`config.mk`:
```
export PLATFORM = sky130hd
export DESIGN_NAME = ctcc_top
export DESIGN_NICKNAME = d
export VERILOG_FILES = /design/src/rtl/ctcc_pkg.sv /design/src/rtl/ctcc_link_if.sv /design/src/rtl/ctcc_link.sv /design/src/rtl/ctcc_top.sv
export SDC_FILE = /design/constraint.sdc
export NUM_CORES = 1
export LEC_CHECK = 0
export BUFFER_PORTS_ARGS = -buffer_cell sky130_fd_sc_hd__buf_2
export CAP_MARGIN = 20
export CELL_PAD_IN_SITES_DETAIL_PLACEMENT = 1
export CELL_PAD_IN_SITES_GLOBAL_PLACEMENT = 1
export CORE_MARGIN = 2
export CORE_UTILIZATION = 50
export CTS_CLUSTER_SIZE = 30
export DETAILED_ROUTE_END_ITERATION = 7
export GPL_ROUTABILITY_DRIVEN = 0
export PLACE_DENSITY = 0.88
export SLEW_MARGIN = 10
export SYNTH_ARGS = -nofsm -noshare
export SYNTH_HDL_FRONTEND = slang
export SYNTH_SLANG_ARGS = --single-unit
```
`constraint.sdc`:
```
create_clock -name mclk -period 6.47 [get_ports mclk]
set_clock_uncertainty 0.1 [all_clocks]
set_input_delay 0.647 -clock mclk [delete_from_list [all_inputs] [get_ports mclk]]
set_output_delay 0.647 -clock mclk [all_outputs]
set_load 0.02 [all_outputs]
```
`src/rtl/ctcc_pkg.sv`:
```
// package of the charge-time counter block: register map, field positions,
// reset values and timing counts shared by the register core and the link engine.
// assumes a 200 MHz mclk; all cycle counts derive from it.
package ctcc_pkg;

   // ************************************************************
   // register map (7-bit register addresses)
   // ************************************************************
   localparam logic [6:0] ADDR_FLASH_COMMAND       = 7'h62;
   localparam logic [6:0] ADDR_COUNTER_CLEAR       = 7'h63;
   localparam logic [6:0] ADDR_MODE_AND_FLAGS      = 7'h64;
   localparam logic [6:0] ADDR_CHARGE_TIME_LOW     = 7'h65;
   localparam logic [6:0] ADDR_CHARGE_TIME_HIGH    = 7'h66;
   localparam logic [6:0] ADDR_DISCHARGE_TIME_LOW  = 7'h67;
   localparam logic [6:0] ADDR_DISCHARGE_TIME_HIGH = 7'h68;

   // ************************************************************
   // field positions and reset values
   // ************************************************************
   localparam int CMD_WRITE_BIT     = 7;
   localparam int MODE_DIR_BIT      = 7;
   localparam int MODE_LEVEL_BIT    = 6;
   localparam int MODE_SLOWC_BIT    = 5;
   localparam int MODE_SLOWD_BIT    = 4;
   localparam int MODE_WAKE_LSB     = 1;
   localparam int MODE_POR_BIT      = 0;
   localparam int CLR_CHARGE_TIME   = 4;
   localparam int CLR_DISCH_TIME    = 3;
   localparam int CLR_SELF_DISCH    = 2;
   localparam int CLR_CHARGE_COUNT  = 1;
   localparam int CLR_DISCH_COUNT   = 0;
   localparam logic       DIR_RESET     = 1'b0;
   localparam logic       LEVEL_RESET   = 1'b1;
   localparam logic [2:0] WAKE_RESET    = 3'h7;
   localparam logic       POR_RESET     = 1'b1;
   localparam logic [4:0] CLR_RESET     = 5'h00;
   localparam logic [7:0] FLASH_COMMAND_POWER_DOWN = 8'hF6;
   localparam logic [15:0] CNT_MAX      = 16'hFFFF;
   localparam logic [7:0]  SLOW_SUB_MAX = 8'hFF;   // fast rate / slow rate = 256

   // ************************************************************
   // timing
   // ************************************************************
   localparam longint unsigned CLK_HZ            = 200_000_000;
   localparam longint unsigned CLK_MHZ           = 200;
   localparam longint unsigned HOUR_S            = 3600;
   localparam longint unsigned FAST_PER_HOUR     = 4096;
   localparam longint unsigned FAST_TICK_CYCLES  = HOUR_S * CLK_HZ / FAST_PER_HOUR;
   localparam longint unsigned T_SAMPLE_NS       = 100_000;
   localparam longint unsigned T_BREAK_NS        = 190_000;
   localparam longint unsigned T_DEV_ONE_NS      = 50_000;
   localparam longint unsigned T_DEV_ZERO_NS     = 100_000;
   localparam longint unsigned T_DEV_CYCLE_NS    = 190_000;
   localparam longint unsigned T_TURN_NS         = 100_000;
   localparam longint unsigned SAMPLE_CYC    = (T_SAMPLE_NS * CLK_MHZ + 999) / 1000;
   localparam longint unsigned BREAK_CYC     = (T_BREAK_NS * CLK_MHZ + 999) / 1000;
   localparam longint unsigned DEV_ONE_CYC   = (T_DEV_ONE_NS * CLK_MHZ + 999) / 1000;
   localparam longint unsigned DEV_ZERO_CYC  = (T_DEV_ZERO_NS * CLK_MHZ + 999) / 1000;
   localparam longint unsigned DEV_CYCLE_CYC = (T_DEV_CYCLE_NS * CLK_MHZ + 999) / 1000;
   localparam longint unsigned TURN_CYC      = (T_TURN_NS * CLK_MHZ + 999) / 1000;
   localparam int              LINK_TW       = 24;

   // one time counter with its slow-rate prescaler and flag
   typedef struct packed {
      logic [15:0] cnt;
      logic [7:0]  sub;
      logic        slow;
   } ctcc_cnt_t;

endpackage : ctcc_pkg

```
`src/rtl/ctcc_link_if.sv`:
```
// interface between the serial link engine and the register core.
// assumes both ends run on the same mclk; strobes are one cycle long.
interface ctcc_link_if;
   logic       wr_stb;     // write byte complete
   logic       rd_stb;     // read command complete
   logic [6:0] addr;       // register address
   logic [7:0] wdata;      // written byte
   logic [7:0] rdata;      // read answer for addr
   logic       edge_seen;  // any transition of the line

   modport link (output wr_stb, rd_stb, addr, wdata, edge_seen, input rdata);
   modport regs (input wr_stb, rd_stb, addr, wdata, edge_seen, output rdata);
endinterface : ctcc_link_if

```
`src/rtl/ctcc_link.sv`:
```
// single-wire return-to-one link engine: command byte, write byte, read answer.
// assumes an idle-high open-drain line pulled up outside; line_in is asynchronous.
module ctcc_link
   import ctcc_pkg::*;
#(
   parameter int unsigned SAMPLE_C = 32'(SAMPLE_CYC),
   parameter int unsigned BREAK_C  = 32'(BREAK_CYC),
   parameter int unsigned ONE_C    = 32'(DEV_ONE_CYC),
   parameter int unsigned ZERO_C   = 32'(DEV_ZERO_CYC),
   parameter int unsigned CYCLE_C  = 32'(DEV_CYCLE_CYC),
   parameter int unsigned TURN_C   = 32'(TURN_CYC)
) (
   input  wire logic   mclk,      // system clock
   input  wire logic   reset,     // asynchronous, active high
   input  wire logic   line_in,   // line level
   output logic        drive,     // pull the line low
   ctcc_link_if.link   lnk        // towards the register core
);

   typedef enum logic [2:0] {L_IDLE, L_LOW, L_TURN, L_TX} ctcc_lstate_t;
   typedef struct packed {
      logic               sync1, sync2, prev;
      ctcc_lstate_t       st;
      logic [LINK_TW-1:0] timer;
      logic [2:0]         bitcnt;
      logic [7:0]         sh;
      logic               data_phase;
      logic [6:0]         addr;
      logic [7:0]         wdata;
      logic               wr_stb, rd_stb, drive;
   } ctcc_link_t;

   if (SAMPLE_C < 1 || BREAK_C <= SAMPLE_C || ONE_C >= ZERO_C || ZERO_C >= CYCLE_C ||
       CYCLE_C >= 2**LINK_TW || TURN_C >= 2**LINK_TW || BREAK_C >= 2**LINK_TW) begin : g_chk
      $error("ctcc_link: timing parameters out of range");
   end

   ctcc_link_t s, n;
   logic bitv;

   // bit framing, break detection and answer shifting
   always_comb begin
      n = s;
      bitv = 1'b0;
      n.sync1  = line_in;
      n.sync2  = s.sync1;
      n.prev   = s.sync2;
      n.wr_stb = 1'b0;
      n.rd_stb = 1'b0;
      n.timer  = s.timer + 1'b1;
      case (s.st)
         L_IDLE: begin
            if (s.prev && !s.sync2) begin
               n.st = L_LOW;
               n.timer = '0;
            end
         end
         L_LOW: begin
            if (s.sync2) begin
               n.st = L_IDLE;
               if (s.timer >= LINK_TW'(BREAK_C)) begin   // break: restart at command
                  n.bitcnt = '0;
                  n.data_phase = 1'b0;
               end else begin
                  bitv = (s.timer < LINK_TW'(SAMPLE_C));   // short low is a one
                  n.sh = {bitv, s.sh[7:1]};                // lsb first
                  n.bitcnt = s.bitcnt + 3'h1;
                  if (s.bitcnt == 3'h7) begin
                     if (s.data_phase) begin
                        n.wdata = {bitv, s.sh[7:1]};
                        n.wr_stb = 1'b1;
                        n.data_phase = 1'b0;
                     end else begin
                        n.addr = s.sh[7:1];                 // address field
                        n.data_phase = bitv;                // write flag in bit 7
                        if (!bitv) begin
                           n.rd_stb = 1'b1;
                           n.st = L_TURN;
                           n.timer = '0;
                        end
                     end
                  end
               end
            end
         end
         L_TURN: begin
            if (s.rd_stb) begin
               n.sh = lnk.rdata;
            end
            if (s.timer == LINK_TW'(TURN_C - 1)) begin
               n.st = L_TX;
               n.timer = '0;
               n.bitcnt = '0;
            end
         end
         L_TX: begin
            if (s.timer == LINK_TW'(CYCLE_C - 1)) begin
               n.timer = '0;
               n.sh = {1'b0, s.sh[7:1]};
               n.bitcnt = s.bitcnt + 3'h1;
               if (s.bitcnt == 3'h7) begin
                  n.st = L_IDLE;
               end
            end
         end
         default: n.st = L_IDLE;
      endcase
      n.drive = (n.st == L_TX) &&
                ((n.timer < LINK_TW'(ONE_C)) || (!n.sh[0] && n.timer < LINK_TW'(ZERO_C)));
   end

   // state register
   always_ff @(posedge mclk or posedge reset) begin
      if (reset) begin
         s <= '{sync1: 1'b1, sync2: 1'b1, prev: 1'b1, st: L_IDLE, default: '0};
      end else begin
         s <= n;
      end
   end

   assign drive         = s.drive;
   assign lnk.wr_stb    = s.wr_stb;
   assign lnk.rd_stb    = s.rd_stb;
   assign lnk.addr      = s.addr;
   assign lnk.wdata     = s.wdata;
   assign lnk.edge_seen = s.prev ^ s.sync2;

endmodule : ctcc_link

```
`src/rtl/ctcc_top.sv`:
```
// register core of the charge-time and discharge-time counters with mode and clear
// registers, reached over the single-wire link engine.
// assumes sense comparator, supply monitor, wake comparator and gpio pin are asynchronous.
// ************************************************************
// Summary of operation
// 16-bit discharge-time counter at 0x68/0x67 counts 4096 per hour while discharging.
// discharge-time overflow sets slow discharge flag; then counts 16 per hour.
// second discharge-time overflow clears the slow discharge flag.
// 16-bit charge-time counter at 0x66/0x65 counts 4096 per hour while charging.
// charge-time overflow sets slow charge flag; then counts 16 per hour.
// second charge-time overflow clears the slow charge flag.
// host should clear both time counters more often than every 170 days.
// mode register 0x64: direction, level, slow flags, wake select, power-on flag.
// direction 1 makes gpio an input, 0 an open-drain output; resets 0.
// level 1 releases the open-drain driver, 0 pulls low; resets 1.
// after power-down, sleep when sense below wake threshold; zero sleeps at once.
// power-on flag set by low supply; host writes allowed, a one does nothing; the code stores the written bit, so a one sets the flag.
// clear register 0x63: three reserved bits then five counter clear bits.
// host writes zero to the reserved clear register bits.
// charge-time clear zeroes the counter and slow charge flag, then self-clears.
// discharge-time clear zeroes counter and slow discharge flag, then self-clears.
// self-discharge clear zeroes the self-discharge counter, then self-clears.
// charge-count clear zeroes the charge accumulator, then self-clears.
// discharge-count clear zeroes the discharge accumulator, then self-clears.
// all clear bits read zero after power-on reset.
// access starts with lsb-first command byte: bit7 write flag, bits6-0 address.
// code 0xF6 to flash command requests sleep; any line transition wakes.
// counters wrap to zero on overflow; flag toggles in the same cycle.
// clear and increment in one cycle: the clear wins.
module ctcc_top
   import ctcc_pkg::*;
#(
   parameter int unsigned FAST_TICK = 32'(FAST_TICK_CYCLES),  // cycles per fast count
   parameter int unsigned SAMPLE_C  = 32'(SAMPLE_CYC),        // host bit sample point
   parameter int unsigned BREAK_C   = 32'(BREAK_CYC),         // least break length
   parameter int unsigned ONE_C     = 32'(DEV_ONE_CYC),       // answer low time, one
   parameter int unsigned ZERO_C    = 32'(DEV_ZERO_CYC),      // answer low time, zero
   parameter int unsigned CYCLE_C   = 32'(DEV_CYCLE_CYC),     // answer bit period
   parameter int unsigned TURN_C    = 32'(TURN_CYC)           // gap before answer
) (
   input  wire logic       mclk,                   // system clock
   input  wire logic       reset,                  // asynchronous, active high
   input  wire logic       line_in,                // serial line level
   output logic            line_out,               // serial line drive level
   output logic            line_oe_n,              // serial line driver on, low
   input  wire logic       gpio_in,                // gpio pin level
   output logic            gpio_out,               // gpio drive level
   output logic            gpio_oe_n,              // gpio driver on, low
   input  wire logic       charge_active,          // sense shows charging
   input  wire logic       discharge_active,       // sense shows discharging
   input  wire logic       supply_low,             // supply below reset level
   input  wire logic       below_wake,             // sense below wake threshold
   output logic [2:0]      wake_threshold_select,  // threshold to comparator
   output logic            sleep,                  // sleep mode entered
   output logic            self_discharge_clear,   // zero self-discharge counter
   output logic            charge_count_clear,     // zero charge accumulator
   output logic            discharge_count_clear   // zero discharge accumulator
);

   // ************************************************************
   // state
   // ************************************************************
   localparam int TW_T = (FAST_TICK > 1) ? $clog2(FAST_TICK) : 1;
   localparam logic [TW_T-1:0] TICK_LAST = TW_T'(FAST_TICK - 1);
   localparam int IN_CHG  = 0;
   localparam int IN_DIS  = 1;
   localparam int IN_SUP  = 2;
   localparam int IN_WAKE = 3;
   localparam int IN_GPIO = 4;

   typedef struct packed {
      logic [4:0]      sync1;
      logic [4:0]      sync2;
      logic [TW_T-1:0] tick_cnt;
      ctcc_cnt_t       chg;
      ctcc_cnt_t       dis;
      logic            dir, level, por;
      logic [2:0]      wake;
      logic [4:0]      clr;
      logic            pd_pending, sleep;
   } ctcc_state_t;

   if (FAST_TICK < 2) begin : g_chk
      $error("ctcc_top: FAST_TICK must be at least 2");
   end

   ctcc_state_t s, n;
   ctcc_link_if lnk ();
   logic        tick;
   logic        chg_s, dis_s;
   logic        wr_clear, wr_mode, wr_flash_command;
   logic        drive;

   // ************************************************************
   // link engine
   // ************************************************************
   ctcc_link #(
      .SAMPLE_C (SAMPLE_C),
      .BREAK_C  (BREAK_C),
      .ONE_C    (ONE_C),
      .ZERO_C   (ZERO_C),
      .CYCLE_C  (CYCLE_C),
      .TURN_C   (TURN_C)
   ) u_link (
      .mclk    (mclk),
      .reset   (reset),
      .line_in (line_in),
      .drive   (drive),
      .lnk     (lnk)
   );

   // one time-counter step: clear first, then fast or prescaled increment
   function automatic ctcc_cnt_t ctcc_step(ctcc_cnt_t c, logic active, logic clr);
      ctcc_cnt_t r;
      logic      fire;
      r = c;
      fire = 1'b0;
      if (clr) begin
         r = '0;
      end else if (active && tick) begin
         if (c.slow) begin
            r.sub = c.sub + 8'h01;                    // 256 fast ticks per slow count
            fire = (c.sub == SLOW_SUB_MAX);
         end else begin
            fire = 1'b1;
         end
         if (fire) begin
            if (c.cnt == CNT_MAX) begin
               r.cnt = '0;
               r.slow = ~c.slow;                      // set then clear
            end else begin
               r.cnt = c.cnt + 16'h0001;
            end
         end
      end
      return r;
   endfunction : ctcc_step

   // ************************************************************
   // next state
   // ************************************************************
   assign tick     = (s.tick_cnt == TICK_LAST);
   assign chg_s    = s.sync2[IN_CHG];
   assign dis_s    = s.sync2[IN_DIS];
   assign wr_clear = lnk.wr_stb && (lnk.addr == ADDR_COUNTER_CLEAR);
   assign wr_mode  = lnk.wr_stb && (lnk.addr == ADDR_MODE_AND_FLAGS);
   assign wr_flash_command  = lnk.wr_stb && (lnk.addr == ADDR_FLASH_COMMAND);

   // counters, mode bits, clear bits and sleep control
   always_comb begin
      n = s;
      n.sync1 = {gpio_in, below_wake, supply_low, discharge_active, charge_active};
      n.sync2 = s.sync1;
      n.tick_cnt = tick ? '0 : s.tick_cnt + 1'b1;
      n.chg = ctcc_step(s.chg, chg_s, s.clr[CLR_CHARGE_TIME]);
      n.dis = ctcc_step(s.dis, dis_s, s.clr[CLR_DISCH_TIME]);
      // clear bits act for one cycle then return to zero
      n.clr = wr_clear ? lnk.wdata[4:0] : CLR_RESET;      // reserved bits dropped
      if (wr_mode) begin
         n.dir   = lnk.wdata[MODE_DIR_BIT];
         n.level = lnk.wdata[MODE_LEVEL_BIT];
         n.wake  = lnk.wdata[MODE_WAKE_LSB +: 3];
         n.por   = lnk.wdata[MODE_POR_BIT];                // flag only, no effect
      end
      if (s.sync2[IN_SUP]) begin
         n.por = 1'b1;                                     // set wins over write
      end
      if (wr_flash_command && lnk.wdata == FLASH_COMMAND_POWER_DOWN) begin
         n.pd_pending = 1'b1;
      end
      if (s.pd_pending && (s.wake == 3'h0 || s.sync2[IN_WAKE])) begin
         n.pd_pending = 1'b0;
         n.sleep = 1'b1;
      end
      if (lnk.edge_seen) begin
         n.sleep = 1'b0;
      end
   end

   // state register
   always_ff @(posedge mclk or posedge reset) begin
      if (reset) begin
         s <= '{dir: DIR_RESET, level: LEVEL_RESET, wake: WAKE_RESET, por: POR_RESET,
                clr: CLR_RESET, default: '0};
      end else begin
         s <= n;
      end
   end

   // ************************************************************
   // register read
   // ************************************************************
   always_comb begin
      case (lnk.addr)
         ADDR_FLASH_COMMAND:       lnk.rdata = s.pd_pending ? FLASH_COMMAND_POWER_DOWN : 8'h00;
         ADDR_COUNTER_CLEAR:       lnk.rdata = {3'h0, s.clr};
         ADDR_MODE_AND_FLAGS:      lnk.rdata = {s.dir, s.dir ? s.sync2[IN_GPIO] : s.level,
                                                s.chg.slow, s.dis.slow, s.wake, s.por};
         ADDR_CHARGE_TIME_LOW:     lnk.rdata = s.chg.cnt[7:0];
         ADDR_CHARGE_TIME_HIGH:    lnk.rdata = s.chg.cnt[15:8];
         ADDR_DISCHARGE_TIME_LOW:  lnk.rdata = s.dis.cnt[7:0];
         ADDR_DISCHARGE_TIME_HIGH: lnk.rdata = s.dis.cnt[15:8];
         default:                  lnk.rdata = 8'h00;
      endcase
   end

   // ************************************************************
   // outputs
   // ************************************************************
   assign line_out              = 1'b0;
   assign line_oe_n             = ~drive;
   assign gpio_out              = 1'b0;
   assign gpio_oe_n             = s.dir | s.level;
   assign wake_threshold_select = s.wake;
   assign sleep                 = s.sleep;
   assign self_discharge_clear  = s.clr[CLR_SELF_DISCH];
   assign charge_count_clear    = s.clr[CLR_CHARGE_COUNT];
   assign discharge_count_clear = s.clr[CLR_DISCH_COUNT];

   // ************************************************************
   // checks
   // ************************************************************
   chk_dis_fast: assert property (
      @(posedge mclk) disable iff (reset)
      tick && dis_s && !s.clr[CLR_DISCH_TIME] && !s.dis.slow && s.dis.cnt != CNT_MAX
      |=> s.dis.cnt == $past(s.dis.cnt) + 16'h0001)
      else $error("discharge-time counter missed a fast count");

   chk_dis_wrap: assert property (
      @(posedge mclk) disable iff (reset)
      tick && dis_s && !s.clr[CLR_DISCH_TIME] && s.dis.cnt == CNT_MAX &&
      (!s.dis.slow || s.dis.sub == SLOW_SUB_MAX)
      |=> s.dis.cnt == 16'h0000 && s.dis.slow != $past(s.dis.slow))
      else $error("discharge-time overflow did not wrap and toggle its flag");

   chk_slow_hold: assert property (
      @(posedge mclk) disable iff (reset)
      s.chg.slow && s.chg.sub != SLOW_SUB_MAX && !s.clr[CLR_CHARGE_TIME]
      |=> s.chg.cnt == $past(s.chg.cnt))
      else $error("charge-time counter counted early in slow mode");

   chk_chg_wrap: assert property (
      @(posedge mclk) disable iff (reset)
      tick && chg_s && !s.clr[CLR_CHARGE_TIME] && s.chg.cnt == CNT_MAX &&
      (!s.chg.slow || s.chg.sub == SLOW_SUB_MAX)
      |=> s.chg.cnt == 16'h0000 && s.chg.slow != $past(s.chg.slow))
      else $error("charge-time overflow did not wrap and toggle its flag");

   chk_clear_wins: assert property (
      @(posedge mclk) disable iff (reset)
      wr_clear && lnk.wdata[CLR_CHARGE_TIME] && lnk.wdata[CLR_DISCH_TIME]
      |=> ##1 s.chg.cnt == 16'h0000 && !s.chg.slow && s.dis.cnt == 16'h0000 && !s.dis.slow)
      else $error("time counter clear did not zero counter and flag");

   chk_clear_return: assert property (
      @(posedge mclk) disable iff (reset)
      wr_clear && lnk.wdata[CLR_SELF_DISCH] && !lnk.wdata[CLR_CHARGE_COUNT]
      |=> self_discharge_clear && !charge_count_clear ##1 (wr_clear || s.clr == 5'h00))
      else $error("clear bit did not pulse once and return to zero");

   chk_gpio_drive: assert property (
      @(posedge mclk) disable iff (reset)
      wr_mode |=> gpio_oe_n == ($past(lnk.wdata[MODE_DIR_BIT]) | $past(lnk.wdata[MODE_LEVEL_BIT])))
      else $error("gpio driver does not follow direction and level");

   chk_por_set: assert property (
      @(posedge mclk) disable iff (reset)
      s.sync2[IN_SUP] |=> s.por)
      else $error("low supply did not set the power-on flag");

   chk_sleep_entry: assert property (
      @(posedge mclk) disable iff (reset)
      wr_flash_command && lnk.wdata == FLASH_COMMAND_POWER_DOWN && WAKE_RESET != 3'h0 && s.wake == 3'h0
      ##1 !lnk.edge_seen ##1 !lnk.edge_seen |-> sleep)
      else $error("power-down with zero threshold did not sleep at once");

endmodule : ctcc_top

```
# == Word-level counts from Yosys, hierarchy flattened ==
# Cells that the tools add are included.
# word_totals
reg_bits,161
in_bits,8
out_inout_bits,11
elab_cells,167
# op_classes
n_addsub,7
n_lt_le_gt_ge,4
eq_ne,25
n_mux,54
bitwise_logic,7
n_reduce_logical,40
# op_table
cell,n
two-way mux 25 bit,4
case mux 24 bit (4 select lines),1
two-way mux 27 bit,3
two-way mux 16 bit,4
two-way mux 56 bit,1
case mux 8 bit (7 select lines),1
two-way mux 26 bit,2
"equality test 7 bit, second input constant",7
"< comparator 24 x 15 -> 1 bit, second input constant",2
two-way mux 8 bit,5
two-way mux 38 bit,1
case mux 11 bit (3 select lines),1
"adder 16 x 1 -> 16 bit, second input constant",2
"equality test 16 bit, second input constant",2
two-way mux 30 bit,1
"adder 28 x 1 -> 28 bit, second input constant",1
"equality test 28 bit, second input constant",1
two-way mux 28 bit,1
"adder 24 x 1 -> 24 bit, second input constant",1
"equality test 24 x 15 -> 1 bit, second input constant",1
"equality test 24 x 16 -> 1 bit, second input constant",1
"equality test 8 bit, second input constant",3
">= comparator 24 x 16 -> 1 bit, second input constant",1
"< comparator 24 x 14 -> 1 bit, second input constant",1
other kinds (30),89

# == Depth between registers and ports, before layout ==
# Gate-level depths: netlist of run 1.
# logic_depth
depth_word,11
ltp_mapped,10
ltp_nobuf,9

# == Modules after synthesis ==
# From an unflattened synthesis of run 1, not the netlist that was laid out.
# unflattened
cells_unflattened,917
hier_area_um2,8620.8
# by_module_without_submodules
module,instances,cells_each,area_per_inst_um2,seq_area_each_um2
ctcc_top,1,557,5266.3,2533.7
ctcc_link,1,360,3354.5,1505.2

# == Least setup slack after synthesis of run 1 ==
# OpenSTA, ideal clock, no wires.
# synth_path
path_kind,flip-flop to flip-flop
start,register s[86] in the netlist's numbering
end,register s[50] in the netlist's numbering
setup_time_ns,0.065
arrival_ns,2.309
required_time_ns,6.305
path_slack_ns,3.995
stages_incl_launch_ff,9
path_buffers,1
period_less_slack_ns,2.475
cell_sequence,dfrtp_1 or4b_4 nor4_4 and2_4 nand3_1 or2_1 clkbuf_2 or3b_1 nand2_1
# synth_between
elab_chain_cells,4
# synth_lines
item,line,source
"start, declared",ctcc_top.sv:87,"ctcc_state_t s, n;"
"start signal, assigned",ctcc_top.sv:183,"s <= '{dir: DIR_RESET, level: LEVEL_RESET, wake: WAKE_RESET, por: POR_RESET,"
"start signal, assigned",ctcc_top.sv:186,s <= n;
equality test 28 bit,ctcc_top.sv:142,assign tick = (s.tick_cnt == TICK_LAST);
logical AND 1 bit,ctcc_top.sv:120,end else if (active && tick) begin
nonzero test 2 bit (no source line),-,
AND reduction 2 bit (no source line),-,
# Every way passes these cells.
# A chain may end at the register's enable or synchronous reset.

==> key figures, run 1 <==
Drt
  – Total iterations of the first detailed-routing run: 4
  – Drt wl/cell: 20.0 um
  – Total routed wirelength: 21800 um
  – First-iteration detailed-routing DRC count: 433
  – Via density: 6.03
  – Via count: 6575
  – Routed Antenna Nets: 0
  – # DRC: 0

Pwr
  – Clock power share: 0.476
  – Sw power: 0.000529 W
  – Internal power: 0.00173 W
  – Pwr dens: 246 nW/um^2
  – Peak VDD IR: 0.000184 V
  – Static leakage: 4.05 nW
  – Combinational power share: 0.044
  – Register share of total power: 0.481
  – Sw Share: 0.234

Timing
  – Worst Max-Slew Pin Slew: 932 ps
  – Final setup vio count: 0
  – Period utilization: 0.455
  – Fin crit period: 2940 ps
  – Hold WS: 208 ps
  – Max-slew violations: 0
  – Achievable Freq: 340 MHz
  – Setup TNS: 0 ps
  – Final WS setup: 3530 ps
  – Unrepaired setup endpoints after global routing: no
  – Hold Vio Cnt, Final: 0
  – Slew Limit Headroom: 0.379

Worst setup path
  – CP max FO: 13
  – Slowest cell on the critical path: dfrtp_1
  – Max stage delay on crit path: 560 ps
  – Worst Path Buf+Inv: 0
  – Top delay family on crit path: compound AO/OA/AOI/OAI gates
  – Worst path arrival time: 3180 ps
  – Req. time, crit path: 6710 ps
  – Class of the most critical setup path: reg2reg
  – Critical-path cell list: nor3_1, a21oi_1, nor4b_1, a311oi_2, a221o_1, o311a_1, o31ai_1
  – CP startpoint kind: register
  – Critical Path End Type: register

Clock network
  – CTS tree: built
  – Cts hold-fix bufs: 0
  – Cts bufs inserted: 17
  – Post-CTS Resized: 0
  – Clk root buf: clkbuf_16
  – Clk Latency, worst-skew pair: 440 ps
  – Clock sinks: 161
  – Post-CTS Repair Setup Buffers: 0
  – Clk buf depth: 2
  – H-tree Lvls: 4
  – Clk pin slew, worst setup/hold paths: 60 ps

Die
  – Die X: 133 um
  – Die ar.: 17700 sq um
  – Die height: 133 um
  – Ports: 19
  – Core ar.: 16500 sq um
  – Cell row count: 47
  – Initial Util: 0.506

Finish
  – Share of cells above drive strength 1: 0.122
  – Area Overhead vs Synth: 10.1%
  – Final Cell Area: 9170 sq um
  – Nets: 876
  – Ant diodes: 0
  – Non-Filler Instances: 1090
  – Register area: 4040 sq um
  – Fill count: 1846
  – Multi-input gate area: 4040 sq um

Global routing
  – Overflow after GRT: 0
  – Met2 Usage GRT: 0.447
  – Initial antenna violation count: 0
  – Vias in the first global route: 7138
  – Met3 Usage GRT: 0.0468
  – Met1 Resource Use GR: 0.329
  – Most used routing layer: met2
  – Tot GR Track Use: 0.260
  – First-pass GRT wire length: 36600 um
  – Largest net degree at the start of global routing: 90

Place
  – Placed Cells incl. Taps: 1058
  – DP HPWL: 14300 um
  – Place WS: 3600 ps
  – I/O Buffers: 16
  – Placement Cell Area: 8550 sq um

Run
  – Max-cap check violation count: 0

Synth
  – Ys flop type: dfrtp_1
  – Synth cell types: 74
  – Cell taking the most area after synthesis: dfrtp_1
  – Warnings from Yosys: 0
  – Post-synthesis sequential area ratio: 0.485
  – EDFF count, synth: 0
  – Synthesized area per cell: 9.75 sq um
  – Cell area after synthesis: 8330 sq um
  – Cells after Synth: 855
  – #FFs+latches synth: 161
  – Synth area leaders: dfrtp_1, nor2_1, xnor2_1
  – Post-synth top area share: 0.459
  – FFs w/ async S/R, synth: 1.00

Run status
  – Status: finished clean

Min path
  – Hold Path Class: in2reg
worst paths after layout:
check / startpoint / to / slack [ps] / cells past startpoint
setup / recovery: u_link.s[43]$_DFF_PP0_ / u_link.drive$_DFF_PP0_ / 3530 / 7
hold / removal: line_in / u_link.n[58]$_DFF_PP1_ / 210 / 1
max in group asynchronous: reset / s[52]$_DFFE_PP0P_ / 4520 / 3
hold reg to reg: n[92]$_DFF_PP0_ / dis_s$_DFF_PP0_ / 250 / 0
setup reg to reg: u_link.s[43]$_DFF_PP0_ / u_link.drive$_DFF_PP0_ / 3530 / 7
min in group asynchronous: reset / n[95]$_DFF_PP0_ / 240 / 2
cell type report:
type,count,share of cell area
Clock buffer,18,0.0479
Clock inverter,14,0.0205
Inverter,24,0.0104
Multi-Input combinational cell,634,0.440
Sequential cell,161,0.440
Tap cell,220,0.0300
Timing Repair Buffer,19,0.0112
through the flow:
step	utilization	power, W
finish	0.557	0.00226
global route	0.557	0.00233
CTS	0.557	0.00228
detailed placement	0.519	0.00120
global placement	0.519	0.00119
floorplan	-	0.00117
worst reg2reg max path: cells and delay by family (launching register included):
family | cells | cell delay, ps
flops | 1 | 560
compound gates | 5 | 1240
simple gates | 2 | 950
power groups by stage:
stage	combinational [W]	sequential, W	clock, W
after global routing	0.000114	0.00109	0.00113
after global placement	0.0000922	0.00110	0
after detailed placement	0.0000977	0.00110	0
after floorplan	0.0000955	0.00108	0
final	0.0000987	0.00109	0.00108
after CTS	0.000101	0.00109	0.00109
synth_stat cells, types with 19 or more instances:
library cell	instances
nand3_1	40
xnor2_1	45
xor2_1	34
o21ai_0	37
nor2_1	114
dfrtp_1	153
nand2_1	73
a21oi_1	19
mux2_2	27
nand4_1	25
inv_1	24
clkbuf_1	19
and3_1	24
nor3_1	19
per-layer routing:
layer / share of wire / vias to the layer above
li1: - / 3017
met1: 0.44 / 3373
met2: 0.50 / 129
met3: 0.033 / 56
met4: 0.026 / 0
met5: 0 / -
cells in the final DEF, fill, tap and decap left out, types with 11 or more instances in the layout:
cell type / instances
o21ai_0: 37
a21oi_1: 19
inv_1: 23
xor2_1: 34
nor2b_1: 15
a22oi_1: 13
buf_2: 16
nand4_1: 25
clkbuf_16: 17
ha_1: 11
nand3_1: 40
xnor2_1: 45
nor2_1: 114
dfrtp_1: 153
nand2_1: 73
nor4_1: 12
mux2_2: 27
and3_1: 24
nor3_1: 19
kinds of logic after synthesis:
group                      after synthesis  share of synthesized area
AOI/OAI and AO/OA                      124                      0.103
other                                    1                   0.000450
muxes                                   34                     0.0449
adders and majority gates               11                     0.0165
and+or+nand+nor                        383                      0.236
buffers and inverters                   62                     0.0321
DFF                                    161                      0.485
xor gates and xnor gates                79                     0.0830
sequential cells by signal (all words and copies together) (netlist names):
| signal | count |
|---|---|
| charge_count_clear | 1 |
| chg_s | 1 |
| dis_s | 1 |
| discharge_count_clear | 1 |
| n | 5 |
| s | 87 |
| self_discharge_clear | 1 |
| sleep | 1 |
| u_link.drive | 1 |
| u_link.lnk.addr | 7 |
| u_link.lnk.rd_stb | 1 |
| u_link.lnk.wdata | 8 |
| u_link.lnk.wr_stb | 1 |
| u_link.n | 2 |
| u_link.s | 40 |
| wake_threshold_select | 3 |
Note: power is estimated with default switching activity, not from simulation.
==> inputs of run 2 (changes only) <==
==> constraint.sdc (replaced) <==
create_clock -name mclk -period 2.96 [get_ports mclk]
set_clock_uncertainty 0.1 [all_clocks]
set_input_delay 0.296 -clock mclk [delete_from_list [all_inputs] [get_ports mclk]]
set_output_delay 0.296 -clock mclk [all_outputs]
set_load 0.02 [all_outputs]
==> key figures, run 2 (synthesis gave the netlist of run 1 again) <==
Place
  – I/O Buffers: 16 (unchanged)
  – Placement Cell Area: 8780 sq um (was 8550 sq um)
  – DP HPWL: 14800 um (was 14300 um)
  – Placed Cells incl. Taps: 1082 (was 1058)

Global routing
  – Vias in the first global route: 7141 (was 7138)
  – First-pass GRT wire length: 37100 um (was 36600 um)
  – Tot GR Track Use: 0.263 (was 0.260)
  – Initial antenna violation count: 0 (unchanged)
  – Overflow after GRT: 0 (unchanged)
  – Largest net degree at the start of global routing: 41 (was 90)

Drt
  – # DRC: 0 (unchanged)
  – Total routed wirelength: 22200 um (was 21800 um)
  – Routed Antenna Nets: 0 (unchanged)
  – Drt wl/cell: 19.8 um (was 20.0 um)
  – First-iteration detailed-routing DRC count: 455 (was 433)
  – Total iterations of the first detailed-routing run: 5 (was 4)
  – Via count: 6750 (was 6575)
  – Via density: 6.02 (was 6.03)

Die
  – Die X: 133 um (unchanged)
  – Die ar.: 17700 sq um (unchanged)
  – Die height: 133 um (unchanged)
  – Initial Util: 0.506 (unchanged)
  – Cell row count: 47 (unchanged)
  – Ports: 19 (unchanged)
  – Core ar.: 16500 sq um (unchanged)

Worst setup path
  – Worst Path Buf+Inv: 0 (unchanged)
  – Req. time, crit path: 3190 ps (was 6710 ps)
  – RR Endpoint: u_link.drive$_DFF_PP0_ (unchanged)
  – Worst R2R Path Depth: 7 (unchanged)
  – Top delay family on crit path: compound AO/OA/AOI/OAI gates (unchanged)
  – Reg-to-reg slack, setup: 200 ps (was 3530 ps)
  – Critical Path End Type: register (unchanged)
  – Class of the most critical setup path: reg2reg (unchanged)
  – Slowest cell on the critical path: dfrtp_1 (unchanged)
  – Worst path arrival time: 2990 ps (was 3180 ps)
  – R2r startpoint: u_link.s[39]$_DFF_PP0_ (was u_link.s[43]$_DFF_PP0_)
  – Critical-path cell list: o21ai_0, a21oi_1, nor4b_2, a311oi_2, a221o_1, o311a_1, o31ai_1 (was nor3_1, a21oi_1, nor4b_1, a311oi_2, a221o_1, o311a_1, o31ai_1)
  – CP startpoint kind: register (unchanged)
  – Max stage delay on crit path: 570 ps (was 560 ps)
  – CP max FO: 12 (was 13)

Min path
  – HP Start: n[92]$_DFF_PP0_ (was line_in)
  – Worst Hold End: dis_s$_DFF_PP0_ (was u_link.n[58]$_DFF_PP1_)
  – Hold Path Class: reg2reg (was in2reg)
  – Hold Crit Depth: 0 (was 1)

Finish
  – Share of cells above drive strength 1: 0.148 (was 0.122)
  – Number of flip-flops in the largest register: 87 (unchanged)
  – Final Cell Area: 9480 sq um (was 9170 sq um)
  – Fill count: 1812 (was 1846)
  – Area Overhead vs Synth: 13.7% (was 10.1%)
  – Nets: 907 (was 876)
  – Commonest non-fill, non-tap cell in the layout: dfrtp_1 (unchanged)
  – Final Core Density: 0.576 (was 0.557)
  – Ant diodes: 0 (unchanged)
  – Largest register by flop count: s (unchanged)
  – Non-Filler Instances: 1121 (was 1090)
  – Commonest cells after routing, fill and taps aside: dfrtp_1, nor2_1, nand2_1 (unchanged)

Clock network
  – Clk buf depth: 2 (unchanged)
  – CTS tree: built (unchanged)
  – Clk root buf: clkbuf_16 (unchanged)
  – Post-CTS Repair Setup Buffers: 0 (unchanged)
  – Clk Latency, worst-skew pair: 440 ps (about the same)
  – Clock sinks: 161 (unchanged)
  – Cts bufs inserted: 17 (unchanged)
  – H-tree Lvls: 4 (unchanged)
  – Clk pin slew, worst setup/hold paths: 70 ps (was 60 ps)

Run
  – Max-cap check violation count: 0 (unchanged)

Timing
  – Achievable Freq: 362 MHz (was 340 MHz)
  – Unrepaired setup endpoints after global routing: no (unchanged)
  – Fin crit period: 2760 ps (was 2940 ps)
  – Max-slew violations: 0 (unchanged)
  – Period utilization: 0.933 (was 0.455)
  – Hold Vio Cnt, Final: 0 (unchanged)
  – Final setup vio count: 0 (unchanged)
  – Setup TNS: 0 ps (unchanged)
  – Slew Limit Headroom: 0.353 (was 0.379)
  – Worst Max-Slew Pin Slew: 969 ps (was 932 ps)

Pwr
  – Static leakage: 4.22 nW (was 4.05 nW)
  – Final Total Pwr: 0.00487 W (was 0.00226 W)
  – Pwr dens: 514 nW/um^2 (was 246 nW/um^2)
  – Peak VDD IR: 0.000421 V (was 0.000184 V)

Run status
  – Status: finished clean (unchanged)
run 2: cell count changes in the layout (fill, tap and decap cells not counted), moves of 2 or more:
cell / change
dlygate4sd3_1: +7
clkinv_4: +2
clkinvlp_4: -2
clkinv_2: -3
bufinv_16: -2
buf_12: +4
buf_4: +20
inv_6: +5
run 2: worst max-delay path by stage:
stage                                start  slack, ps                     end  cells past startpoint
floorplan                  s[86]$_DFF_PP0_        490       s[50]$_DFFE_PP0P_                      8
global placement    u_link.s[30]$_DFF_PP0_        290  u_link.drive$_DFF_PP0_                      7
detailed placement  u_link.s[52]$_DFF_PP0_        140  u_link.drive$_DFF_PP0_                      7
CTS                 u_link.s[51]$_DFF_PP0_         70  u_link.drive$_DFF_PP0_                      7
global route        u_link.s[51]$_DFF_PP0_         20  u_link.drive$_DFF_PP0_                      7
finish              u_link.s[39]$_DFF_PP0_        200  u_link.drive$_DFF_PP0_                      7
run 2: metrics by stage:
stage               hold slack, ps  setup slack, ps
floorplan                      200              485
global placement               235              286
detailed placement             239              140
CTS                            254             67.6
global route                   257             19.1
finish                         251              197
run 2: area by class of cell:
class / count / area (sq um) / share of cell area
Clock buffer: 17 / 425 / 0.0449
Clock inverter: 15 / 171 / 0.0181
Multi-Input combinational cell: 634 / 4070 / 0.429
Timing Repair Buffer: 50 / 403 / 0.0425
Inverter: 24 / 93.8 / 0.00990
Sequential cell: 161 / 4040 / 0.426
Tap cell: 220 / 275 / 0.0290
run 2: what timing repair did:
item / in CTS / in global routing
endpoints found under the setup margin: 0 / 9
resized for setup: 0 / 5
hold buffers: 7 / 0
endpoints found under the hold margin: 33 / 0
run 2: layer usage:
layer | global-route usage | wire length, um | vias up
li1 | - | - | 3073
met1 | 0.334 | 9670 | 3455
met2 | 0.458 | 11200 | 171
met3 | 0.0358 | 704 | 51
met4 | 0.105 | 605 | 0
met5 | 0 | 0 | -
run 2: power by group:
part | leakage, nW | switching, W | internal [W] | total, W
Sequential | 2.17 | 0.000103 | 0.00227 | 0.00238
Clock | 0.292 | 0.000986 | 0.00127 | 0.00225
Combinational | 1.77 | 0.000144 | 0.000100 | 0.000245
==> inputs of run 3 (changes only) <==
--- a/config.mk
+++ b/config.mk
@@ -9,12 +9,13 @@
 export CAP_MARGIN = 20
 export CELL_PAD_IN_SITES_DETAIL_PLACEMENT = 1
 export CELL_PAD_IN_SITES_GLOBAL_PLACEMENT = 1
+export CORE_ASPECT_RATIO = 1.75
 export CORE_MARGIN = 2
-export CORE_UTILIZATION = 50
+export CORE_UTILIZATION = 45
 export CTS_CLUSTER_SIZE = 30
 export DETAILED_ROUTE_END_ITERATION = 7
 export GPL_ROUTABILITY_DRIVEN = 0
-export PLACE_DENSITY = 0.88
+export PLACE_DENSITY = 0.81
 export SLEW_MARGIN = 10
 export SYNTH_ARGS = -nofsm -noshare
 export SYNTH_HDL_FRONTEND = slang
==> constraint.sdc (replaced) <==
create_clock -name mclk -period 3.1 [get_ports mclk]
set_clock_uncertainty 0.1 [all_clocks]
set_input_delay 0.31 -clock mclk [delete_from_list [all_inputs] [get_ports mclk]]
set_output_delay 0.31 -clock mclk [all_outputs]
set_load 0.02 [all_outputs]
==> key figures, run 3 (synthesis gave the netlist of run 1 again) <==
Run status
  – Status: finished clean (unchanged)

Pwr
  – Pwr dens: 488 nW/um^2 (was 514 nW/um^2)
  – Final Total Pwr: 0.00461 W (was 0.00487 W)
  – Peak VDD IR: 0.000383 V (was 0.000421 V)
  – Static leakage: 4.20 nW (was 4.22 nW)

Worst setup path
  – Critical Path End Type: register (unchanged)
  – CP Capture Point: s[58]$_DFFE_PP0P_ (was u_link.drive$_DFF_PP0_)
  – Critical Path Start: s[86]$_DFF_PP0_ (was u_link.s[39]$_DFF_PP0_)
  – Worst path arrival time: 3100 ps (was 2990 ps)
  – Reg-to-reg slack, setup: 230 ps (was 200 ps)
  – CP max FO: 4 (was 12)
  – RR Endpoint: s[58]$_DFFE_PP0P_ (was u_link.drive$_DFF_PP0_)
  – Req. time, crit path: 3330 ps (was 3190 ps)
  – Worst R2R Path Depth: 7 (unchanged)
  – CP startpoint kind: register (unchanged)
  – Class of the most critical setup path: reg2reg (unchanged)
  – R2r startpoint: s[86]$_DFF_PP0_ (was u_link.s[39]$_DFF_PP0_)

Drt
  – Max Used Layer: met4 (unchanged)
  – Post-Route M1 WL: 8070 um (was 9670 um)
  – # DRC: 0 (unchanged)
  – Total iterations of the first detailed-routing run: 4 (was 5)
  – Metal2 WL: 13400 um (was 11200 um)
  – Via density: 5.91 (was 6.02)
  – First-iteration detailed-routing DRC count: 365 (was 455)
  – Drt wl/cell: 20.5 um (was 19.8 um)
  – Met3 WL post-DR: 519 um (was 704 um)
  – Via count: 6737 (was 6750)
  – Total routed wirelength: 23400 um (was 22200 um)
  – Routed Antenna Nets: 0 (unchanged)

Clock network
  – Clk Latency, worst-skew pair: 450 ps (was 440 ps)
  – Clock sinks: 161 (unchanged)
  – Post-CTS Resized: 0 (unchanged)
  – H-tree Lvls: 4 (unchanged)
  – Clk pin slew, worst setup/hold paths: 70 ps (about the same)
  – CTS tree: built (unchanged)
  – Clk root buf: clkbuf_16 (unchanged)
  – Clk buf depth: 2 (unchanged)
  – Cts bufs inserted: 17 (unchanged)

Place
  – Place WS: 402 ps (was 140 ps)
  – I/O Buffers: 16 (unchanged)
  – DP HPWL: 16700 um (was 14800 um)
  – Placed Cells incl. Taps: 1100 (was 1082)

Die
  – Core ar.: 18100 sq um (was 16500 sq um)
  – Die X: 107 um (was 133 um)
  – Cell row count: 65 (was 47)
  – Die ar.: 19700 sq um (was 17700 sq um)
  – Ports: 19 (unchanged)
  – Initial Util: 0.462 (was 0.506)
  – Die height: 184 um (was 133 um)

Finish
  – Nets: 911 (was 907)
  – Fill count: 2059 (was 1812)
  – Number of flip-flops in the largest register: 87 (unchanged)
  – Largest register by flop count: s (unchanged)
  – Commonest cells after routing, fill and taps aside: dfrtp_1, nor2_1, nand2_1 (unchanged)
  – Area Overhead vs Synth: 13.4% (was 13.7%)
  – Share of cells above drive strength 1: 0.148 (about the same)
  – Commonest non-fill, non-tap cell in the layout: dfrtp_1 (unchanged)
  – Final Core Density: 0.524 (was 0.576)
  – Ant diodes: 0 (unchanged)
  – Non-Filler Instances: 1139 (was 1121)

Global routing
  – First-pass GRT wire length: 37800 um (was 37100 um)
  – Initial antenna violation count: 0 (unchanged)
  – Largest net degree at the start of global routing: 72 (was 41)
  – Vias in the first global route: 7394 (was 7141)
  – Overflow after GRT: 0 (unchanged)
  – Tot GR Track Use: 0.251 (was 0.263)

Timing
  – Unrepaired setup endpoints after global routing: no (unchanged)
  – Final WS setup: 231 ps (was 197 ps)
  – Slew Limit Headroom: 0.479 (was 0.353)
  – Setup TNS: 0 ps (unchanged)
  – Worst Max-Slew Pin Slew: 780 ps (was 969 ps)
  – Final setup vio count: 0 (unchanged)
  – Period utilization: 0.925 (was 0.933)
  – Fin crit period: 2870 ps (was 2760 ps)
  – Max-slew violations: 0 (unchanged)
  – Hold Vio Cnt, Final: 0 (unchanged)
  – Achievable Freq: 349 MHz (was 362 MHz)

Run
  – Max-cap check violation count: 0 (unchanged)

Min path
  – Hold Path Class: reg2reg (unchanged)
==> run 3: changes by cell type in the layout (fill, tap and decap cells not counted), moves of 2 or more <==
| cell | before | now |
|---|---|---|
| buf_4 | 23 | 29 |
| clkinvlp_4 | 2 | 4 |
| buf_12 | 4 | 2 |
| inv_6 | 7 | 5 |
==> run 3: stage by stage <==
step / area, sq um / hold slack [ps]
final: 9450 / 247
after global routing: 9450 / 262
after CTS: 9450 / 254
after detailed placement: 8800 / 239
after global placement: 8800 / 232
after floorplan: 8350 / 214
==> run 3: critical path, stage by stage (launching register included) <==
cell and delay, ps:
dfrtp_1 430, or4b_4 570, nor4_4 400, a41oi_2 260, nor4_1 590, nand2_1 160
xor2_1 200, nor2_1 70
==> run 3: layout make-up <==
type	count	area, sq um	share of cell area
flip-flops and latches	161	4040	0.427
clock inverters	14	145	0.0154
clock buffers	18	439	0.0465
inverters	24	93.8	0.00993
well taps	234	293	0.0310
repair buffers	54	408	0.0432
multi-input cells	634	4040	0.427
==> run 3: per-layer routing <==
metal,vias up,GRT usage
li1,3086,-
met1,3425,0.238
met2,145,0.482
met3,81,0.0408
met4,0,0.166
met5,-,0
==> run 3: worst min-delay path by stage <==
stage / start / endpoint / slack, ps / cells after the start
after CTS: n[94]$_DFF_PP0_ / s[94]$_DFF_PP0_ / 250 / 0
after global routing: n[94]$_DFF_PP0_ / s[94]$_DFF_PP0_ / 260 / 0
final: n[94]$_DFF_PP0_ / s[94]$_DFF_PP0_ / 250 / 0
after detailed placement: n[93]$_DFF_PP0_ / s[93]$_DFF_PP0_ / 240 / 0
after floorplan: line_in / u_link.n[58]$_DFF_PP1_ / 210 / 0
after global placement: n[94]$_DFF_PP0_ / s[94]$_DFF_PP0_ / 230 / 0
==> run 3: repair_timing <==
action,in CTS,in global routing
hold endpoints to repair,37,0
setup buffers,0,0
hold buffers,7,0
setup endpoints to repair,0,0
==> run 3: where the power goes <==
group | leakage, nW | switching, W | internal (W) | total [W]
clock network | 0.278 | 0.000964 | 0.00115 | 0.00212
registers | 2.17 | 0.0000896 | 0.00217 | 0.00226
logic | 1.76 | 0.000142 | 0.0000965 | 0.000239
total | 4.20 | 0.00120 | 0.00342 | 0.00461
